**src/vovsc_params.svh**
```systemverilog
// Register offsets, field positions and reset values of the scaling config.
`ifndef VOVSC_PARAMS_SVH
`define VOVSC_PARAMS_SVH

// ****************************************************************
// Register byte offsets
// ****************************************************************
`define VOVSC_OFS_OUTPUT_FORMAT 12'h048
`define VOVSC_OFS_UPPER_EVEN 12'h04C
`define VOVSC_OFS_LOWER_EVEN 12'h050
`define VOVSC_OFS_FACTORY_TEST 12'h054
`define VOVSC_OFS_AGC_DELAY 12'h060
`define VOVSC_OFS_BURST_DELAY 12'h064
`define VOVSC_OFS_UPPER_ODD 12'h0CC
`define VOVSC_OFS_LOWER_ODD 12'h0D0

// ****************************************************************
// Reset values
// ****************************************************************
`define VOVSC_RST_OUTPUT_FORMAT 8'h00
`define VOVSC_RST_UPPER 8'h60
`define VOVSC_RST_LOWER 8'h00
`define VOVSC_RST_AGC_DELAY 8'h68
`define VOVSC_RST_BURST_DELAY 8'h5D
`define VOVSC_TEST_READ 8'h01

// ****************************************************************
// Field positions
// ****************************************************************
`define VOVSC_BIT_RANGE 7
`define VOVSC_CORE_HI 6
`define VOVSC_CORE_LO 5
`define VOVSC_OUTPUT_FORMAT_CTRL_WMASK 8'hE0
`define VOVSC_BIT_LUMA_LOWPASS 7
`define VOVSC_BIT_CHROMA_COMB 6
`define VOVSC_BIT_INTERLACE 5
`define VOVSC_RATIO_HI_MSB 4

// ****************************************************************
// Luma and chroma limits, coring thresholds
// ****************************************************************
`define VOVSC_LUMA_MIN_LIM 8'h10
`define VOVSC_LUMA_MAX_LIM 8'hFD
`define VOVSC_LUMA_MIN_FULL 8'h00
`define VOVSC_LUMA_MAX_FULL 8'hFF
`define VOVSC_CHROMA_MIN 8'h02
`define VOVSC_CHROMA_MAX 8'hFD
`define VOVSC_CORE_T1 8'h08
`define VOVSC_CORE_T2 8'h10
`define VOVSC_CORE_T3 8'h20

`endif

```
**src/vovsc_pkg.sv**
```systemverilog
// Types shared by the vertical scaling configuration block.
package vovsc_pkg;
    // Settings of one field copy of the vertical scaler.
    typedef struct packed {
        logic luma_lowpass_only_en;
        logic chroma_comb_en;
        logic interlace_en;
        logic [12:0] vert_ratio;
    } vovsc_vert_ratio_t;

    // Settings of the output formatter.
    typedef struct packed {
        logic full_range;
        logic [1:0] coring_sel;
    } vovsc_format_t;

    typedef enum logic [1:0] {
        VOVSC_IDLE = 2'b00,
        VOVSC_ACK = 2'b01
    } vovsc_bus_state_t;
endpackage : vovsc_pkg

```
**src/vovsc_top.sv**
```systemverilog
// Output format, vertical scaling and gate delay registers with luma shaping.
//
// Design decision made here: the Wishbone slave port.
`timescale 1ns/10ps
`include "vovsc_params.svh"

module vovsc_top
    import vovsc_pkg::*;
#(
    parameter int ADDR_W = 12
)
(
    // Clock and reset
    input wire logic clk_i,
    input wire logic rst_n_i,
    // Wishbone slave
    input wire logic wb_cyc_i,
    input wire logic wb_stb_i,
    input wire logic wb_we_i,
    input wire logic [ADDR_W-1:0] wb_adr_i,
    input wire logic [3:0] wb_sel_i,
    input wire logic [31:0] wb_dat_i,
    output logic [31:0] wb_dat_o,
    output logic wb_ack_o,
    // Video path
    input wire logic odd_field_i,
    input wire logic [7:0] luma_i,
    input wire logic [7:0] chroma_i,
    output logic [7:0] luma_o,
    output logic [7:0] chroma_o,
    // Settings to the scaler and AGC
    output vovsc_vert_ratio_t vert_ratio_o,
    output vovsc_format_t format_o,
    output logic [7:0] agc_gate_delay_val_o,
    output logic [7:0] burst_gate_delay_val_o
);

    // ****************************************************************
    // Register storage
    // ****************************************************************
    logic [7:0] output_format_reg;
    logic [7:0] vert_ratio_upper_even_reg;
    logic [7:0] vert_ratio_lower_even_reg;
    logic [7:0] vert_ratio_upper_odd_reg;
    logic [7:0] vert_ratio_lower_odd_reg;
    logic [7:0] agc_gate_delay_val_reg;
    logic [7:0] burst_gate_delay_val_reg;
    vovsc_bus_state_t bus_state_reg;
    logic [31:0] rdata_reg;
    logic [7:0] rdata_next;
    logic wr_en;
    logic req;

    // ****************************************************************
    // Bus slave
    // ****************************************************************
    // Every access acks one cycle after the request; unmapped reads give 0.
    assign req = wb_cyc_i && wb_stb_i && (bus_state_reg == VOVSC_IDLE);
    assign wr_en = req && wb_we_i && wb_sel_i[0];
    assign wb_ack_o = (bus_state_reg == VOVSC_ACK);
    assign wb_dat_o = rdata_reg;

    always_ff @(posedge clk_i or negedge rst_n_i)
    begin
        if (!rst_n_i)
            bus_state_reg <= VOVSC_IDLE;
        else
        begin
            // A request still held in the ack cycle is not taken again.
            case (bus_state_reg)
                VOVSC_IDLE:
                    bus_state_reg <= req ? VOVSC_ACK : VOVSC_IDLE;
                VOVSC_ACK:
                    bus_state_reg <= VOVSC_IDLE;
                default:
                    bus_state_reg <= VOVSC_IDLE;
            endcase
        end
    end

    always_comb
    begin
        case (wb_adr_i[11:0])
            `VOVSC_OFS_OUTPUT_FORMAT: rdata_next = output_format_reg;
            `VOVSC_OFS_UPPER_EVEN: rdata_next = vert_ratio_upper_even_reg;
            `VOVSC_OFS_LOWER_EVEN: rdata_next = vert_ratio_lower_even_reg;
            `VOVSC_OFS_FACTORY_TEST: rdata_next = `VOVSC_TEST_READ;
            `VOVSC_OFS_AGC_DELAY: rdata_next = agc_gate_delay_val_reg;
            `VOVSC_OFS_BURST_DELAY: rdata_next = burst_gate_delay_val_reg;
            `VOVSC_OFS_UPPER_ODD: rdata_next = vert_ratio_upper_odd_reg;
            `VOVSC_OFS_LOWER_ODD: rdata_next = vert_ratio_lower_odd_reg;
            default: rdata_next = 8'h00;
        endcase
    end

    always_ff @(posedge clk_i or negedge rst_n_i)
    begin
        if (!rst_n_i)
            rdata_reg <= 32'h00000000;
        else if (req && !wb_we_i)
            rdata_reg <= {24'h000000, rdata_next};
    end

    // ****************************************************************
    // Register writes
    // ****************************************************************
    // Reserved format bits are not stored, so a stray write cannot
    // disturb them. Test register writes are dropped for the same reason.
    always_ff @(posedge clk_i or negedge rst_n_i)
    begin
        if (!rst_n_i)
            output_format_reg <= `VOVSC_RST_OUTPUT_FORMAT;
        else if (wr_en && wb_adr_i == `VOVSC_OFS_OUTPUT_FORMAT)
            output_format_reg <= wb_dat_i[7:0] & `VOVSC_OUTPUT_FORMAT_CTRL_WMASK;
    end

    always_ff @(posedge clk_i or negedge rst_n_i)
    begin
        if (!rst_n_i)
        begin
            vert_ratio_upper_even_reg <= `VOVSC_RST_UPPER;
            vert_ratio_lower_even_reg <= `VOVSC_RST_LOWER;
            vert_ratio_upper_odd_reg <= `VOVSC_RST_UPPER;
            vert_ratio_lower_odd_reg <= `VOVSC_RST_LOWER;
        end
        else if (wr_en)
        begin
            if (wb_adr_i == `VOVSC_OFS_UPPER_EVEN)
                vert_ratio_upper_even_reg <= wb_dat_i[7:0];
            if (wb_adr_i == `VOVSC_OFS_LOWER_EVEN)
                vert_ratio_lower_even_reg <= wb_dat_i[7:0];
            if (wb_adr_i == `VOVSC_OFS_UPPER_ODD)
                vert_ratio_upper_odd_reg <= wb_dat_i[7:0];
            if (wb_adr_i == `VOVSC_OFS_LOWER_ODD)
                vert_ratio_lower_odd_reg <= wb_dat_i[7:0];
        end
    end

    always_ff @(posedge clk_i or negedge rst_n_i)
    begin
        if (!rst_n_i)
        begin
            agc_gate_delay_val_reg <= `VOVSC_RST_AGC_DELAY;
            burst_gate_delay_val_reg <= `VOVSC_RST_BURST_DELAY;
        end
        else if (wr_en)
        begin
            if (wb_adr_i == `VOVSC_OFS_AGC_DELAY)
                agc_gate_delay_val_reg <= wb_dat_i[7:0];
            if (wb_adr_i == `VOVSC_OFS_BURST_DELAY)
                burst_gate_delay_val_reg <= wb_dat_i[7:0];
        end
    end

    // ****************************************************************
    // Scaler settings for the current field
    // ****************************************************************
    logic [7:0] upper_sel;
    logic [7:0] lower_sel;
    vovsc_vert_ratio_t vert_ratio_next;

    always_comb
    begin
        upper_sel = odd_field_i ? vert_ratio_upper_odd_reg
                                : vert_ratio_upper_even_reg;
        lower_sel = odd_field_i ? vert_ratio_lower_odd_reg
                                : vert_ratio_lower_even_reg;
        // Set means lowpass only; clear means filter and interpolate.
        vert_ratio_next.luma_lowpass_only_en =
            upper_sel[`VOVSC_BIT_LUMA_LOWPASS];
        vert_ratio_next.chroma_comb_en = upper_sel[`VOVSC_BIT_CHROMA_COMB];
        vert_ratio_next.interlace_en = upper_sel[`VOVSC_BIT_INTERLACE];
        vert_ratio_next.vert_ratio =
            {upper_sel[`VOVSC_RATIO_HI_MSB:0], lower_sel};
    end

    always_ff @(posedge clk_i or negedge rst_n_i)
    begin
        if (!rst_n_i)
        begin
            vert_ratio_o <= '0;
            format_o <= '0;
            agc_gate_delay_val_o <= 8'h00;
            burst_gate_delay_val_o <= 8'h00;
        end
        else
        begin
            vert_ratio_o <= vert_ratio_next;
            format_o.full_range <= output_format_reg[`VOVSC_BIT_RANGE];
            format_o.coring_sel <=
                output_format_reg[`VOVSC_CORE_HI:`VOVSC_CORE_LO];
            agc_gate_delay_val_o <= agc_gate_delay_val_reg;
            burst_gate_delay_val_o <= burst_gate_delay_val_reg;
        end
    end

    // ****************************************************************
    // Luma coring and range limiting
    // ****************************************************************
    logic [7:0] core_thr;
    logic [7:0] luma_cored;
    logic [7:0] luma_lo;
    logic [7:0] luma_hi;
    logic [7:0] luma_next;
    logic [7:0] chroma_next;

    always_comb
    begin
        case (output_format_reg[`VOVSC_CORE_HI:`VOVSC_CORE_LO])
            2'h1: core_thr = `VOVSC_CORE_T1;
            2'h2: core_thr = `VOVSC_CORE_T2;
            2'h3: core_thr = `VOVSC_CORE_T3;
            default: core_thr = 8'h00;
        endcase
        luma_cored = (luma_i < core_thr) ? 8'h00 : luma_i;
        if (output_format_reg[`VOVSC_BIT_RANGE])
        begin
            luma_lo = `VOVSC_LUMA_MIN_FULL;
            luma_hi = `VOVSC_LUMA_MAX_FULL;
        end
        else
        begin
            luma_lo = `VOVSC_LUMA_MIN_LIM;
            luma_hi = `VOVSC_LUMA_MAX_LIM;
        end
        // Coring to zero wins in full range; limited range lifts to black.
        if (luma_cored < luma_lo)
            luma_next = luma_lo;
        else if (luma_cored > luma_hi)
            luma_next = luma_hi;
        else
            luma_next = luma_cored;
        if (chroma_i < `VOVSC_CHROMA_MIN)
            chroma_next = `VOVSC_CHROMA_MIN;
        else if (chroma_i > `VOVSC_CHROMA_MAX)
            chroma_next = `VOVSC_CHROMA_MAX;
        else
            chroma_next = chroma_i;
    end

    always_ff @(posedge clk_i or negedge rst_n_i)
    begin
        if (!rst_n_i)
        begin
            luma_o <= 8'h00;
            chroma_o <= 8'h00;
        end
        else
        begin
            luma_o <= luma_next;
            chroma_o <= chroma_next;
        end
    end
endmodule : vovsc_top

```
**config.mk**
```make
export PLATFORM = sky130hd
export DESIGN_NAME = vovsc_top
export DESIGN_NICKNAME = d
export VERILOG_FILES = /design/src/vovsc_pkg.sv /design/src/vovsc_top.sv
export VERILOG_INCLUDE_DIRS = /design/src /design/src/src
export SDC_FILE = /design/constraint.sdc
export NUM_CORES = 1
export LEC_CHECK = 0
export BUFFER_PORTS_ARGS = -buffer_cell sky130_fd_sc_hd__buf_2
export CAP_MARGIN = 20
export CORE_MARGIN = 1.5
export CORE_UTILIZATION = 46
export CTS_CLUSTER_DIAMETER = 60
export DETAILED_ROUTE_END_ITERATION = 6
export PLACE_DENSITY = 0.76
export SLEW_MARGIN = 15
export SYNTH_ARGS = -nofsm -noshare
export SYNTH_HDL_FRONTEND = slang
export SYNTH_SLANG_ARGS = --single-unit
```
**constraint.sdc**
```tcl
create_clock -name clk_i -period 2.1 [get_ports clk_i]
set_input_delay 0.21 -clock clk_i [delete_from_list [all_inputs] [get_ports clk_i]]
set_output_delay 0.21 -clock clk_i [all_outputs]
set_load 0.01 [all_outputs]
```
==> results.cfg <==
[worst_hold_path]
hold_class = in -> reg
min_from = luma_i[2]
hold_end = luma_o[2]
hold_depth = 2

[clock_network]
cts_buffers = 9
htreeDepth = 3
clk_path_buf_depth = 2
clk_pin_slew_ns = 0.10
cts_tree = yes
cts_root_buf = clkbuf_8
clock-sinks = 111
clock_insertion_delay_worst_skew_ns = 0.36

[yosys]
syn-cell-area_sq_mm = 0.00472
async_reset_ff_frac = 1.00
yosys_most_used_dff = dfrtp_1
synth_warnings = 0
yosysTopAreaCellShare = 0.525
synth-seq-cells = 111
netlist_top_cells_area = dfrtp_1, mux2_2, dfstp_2
avgSynthCellArea_sq_um = 13.6
syn_inst = 346
yosysTopAreaCell = dfrtp_1
ys_types = 48
synth_edf_count = 0
ys_seq_area_frac = 0.591

[finish]
utilization = 0.583
largest_reg_flops = 16
layout-drive-gt1-share = 0.492
area.growth.synth_to_final_pct = 21.8
regMostFlops = vert_ratio_o
fin_nets = 546

[floorplan]
dieArea_sq_mm = 0.0109
start_util = 0.479
num_io_pins = 154
core_area_sq_mm = 0.00986
die_w_um = 104
fp.dieH_um = 104
rows = 36

[drt]
drc_errors = 0
ant_nets = 0
dr.pass1.iters = 5
drtIter0Drc = 98
post_drt_wl_per_cell_um = 16.7
wl_um = 10200
vias = 3136
vias_per_cell = 5.12

[power_and_ir_drop]
leakagePower_uw = 0.00296
p_sw_frac = 0.246
seqPwrFrac = 0.575
p_int_uw = 2890
switchingPower_uw = 947
power_per_cell_area_mw_per_mm2 = 668
p_clk_frac = 0.335
finalPower_uw = 3840
ir_drop_uv = 375
comb_power_share = 0.090

[sta]
period_share = 0.958
fin_tns_setup_ns = 0
hold_viol = 0
fin_crit_ns = 2.01
slew_headroom = 0.623
skew_ns = 0.0105
max_freq_mhz = 497
rsz0062_at_grt = no
tightest_slew_ns = 0.560
slew_violations = 0
setup_viol = 0

[place]
io_buffers = 102
gp_congestion = 0.840
hpwlAfterDp_um = 7290

[worst_setup_path]
cp-start-kind = flop
cp-end-kind = flop
cp-startpoint = output_format_reg[5]
crit_type = reg -> reg
critical_path_required_ns = 2.38
rrSetupSlack_ns = 0.09
worstPathMaxFanout = 3
reg2reg_from = output_format_reg[5]
reg2reg_to = luma_o[1]
worstPathArrival_ns = 2.30
worstRegToRegCells = 10

[global_routing]
grt_max_degree = 61
first_global_vias = 3181
grt_pass1_wl_um = 16500
antenna_found_initial = 1
track_usage = 0.192
grt_overflow_total = 0

[outcome]
status = finished clean

[flow_run]
maxCapViolations = 0
-- timing repair --
| action | in CTS | in global routing |
|---|---|---|
| hold buffers | 9 | 0 |
| endpoints found under the setup margin | 2 | 2 |
| endpoints found under the hold margin | 23 | 0 |
| pin swaps | 2 | 4 |
| buffers inserted | 1 | 0 |
| resized for setup | 2 | 6 |
-- cell usage after synthesis, types with 3 or more instances --
library cell	instances
a21oi_1	5
o21ai_0	7
nor2_1	15
nand2_1	8
dfrtp_1	99
nand4_1	4
a211oi_1	3
o22ai_1	3
buf_4	24
inv_1	5
mux2_2	59
a221oi_1	3
and2_1	5
dfstp_2	12
and3_1	3
mux2i_1	19
nand3_1	4
or3_1	3
clkbuf_1	12
o221ai_1	3
ha_1	3
mux2_4	8
nor2b_1	4
nor4_1	5
-- cell type report --
type | count | area (sq um)
clock inverters | 6 | 77.6
multi-input cells | 212 | 1780
fillers | 827 | 4110
inverters | 5 | 18.8
well taps | 133 | 166
diodes | 1 | 2.50
clock buffers | 10 | 128
flip-flops and latches | 111 | 2790
repair buffers | 134 | 788
-- power by group through the flow --
stage	sequential [uW]	combinational [uW]	clock [uW]
global route	2210	381	1410
finish	2210	347	1290
global placement	2250	321	0
CTS	2210	346	1340
detailed placement	2250	330	0
floorplan	2270	150	0
-- stage by stage --
stage                     area [sq um]  cells  setup slack, ns  hold WS (ns)
after global routing              5750    612          0.00780        0.0782
after global placement            5420    585          -0.0157        0.0887
after detailed placement          5420    585           -0.154        0.0919
after floorplan                   4810    369           0.0153       -0.0856
after CTS                         5730    611           0.0397        0.0654
final                             5750    612           0.0881        0.0937
-- kinds of logic (layout without fill, tap and decap cells) --
logic type	count (synthesis)	count (layout)	synth area share
flops	111	111	0.591
mux	86	86	0.206
simple gates	67	67	0.0893
buf+inv	46	155	0.0578
compound gates	32	32	0.0464
fa+ha+maj	3	3	0.00795
other cells	1	25	0.000794
-- critical path, cell delays in order, from the launching register on --
cell      delay (ns)
dfrtp_1         0.40
nand2b_4        0.14
ha_2            0.31
o21ai_1         0.06
o21ai_1         0.18
and2_4          0.19
ha_4            0.11
nand4_1         0.11
a211oi_2        0.27
nand2_1         0.08
o21ai_1         0.08
-- worst max path at each step --
| stage | end | slack (ns) | depth (start not counted) |
|---|---|---|---|
| final | luma_o[1] | 0.09 | 10 |
| after CTS | luma_o[1] | 0.04 | 8 |
| after detailed placement | luma_o[1] | -0.15 | 8 |
| after global routing | vert_ratio_upper_even_reg[7] | 0.008 | 4 |
| after global placement | luma_o[1] | -0.02 | 8 |
| after floorplan | luma_o[1] | 0.02 | 8 |
-- placed cells by master, fill, tap and decap left out, types with 8 or more instances in the layout --
master and n:
dlygate4sd3_1 9, conb_1 24, buf_2 101, nand2_1 8
clkbuf_8 9, mux2_2 59, buf_4 23, mux2_4 8
nor2_1 15, mux2i_1 19, dfrtp_1 99, dfstp_2 12
-- metal layers --
metal	vias up	global-route usage	wire, um
met5	-	0	0
met4	0	0.0536	169
met1	1592	0.262	4610
li1	1430	-	-
met3	14	0.0388	419
met2	100	0.312	5010
Note: power is estimated with default switching activity, not from simulation.
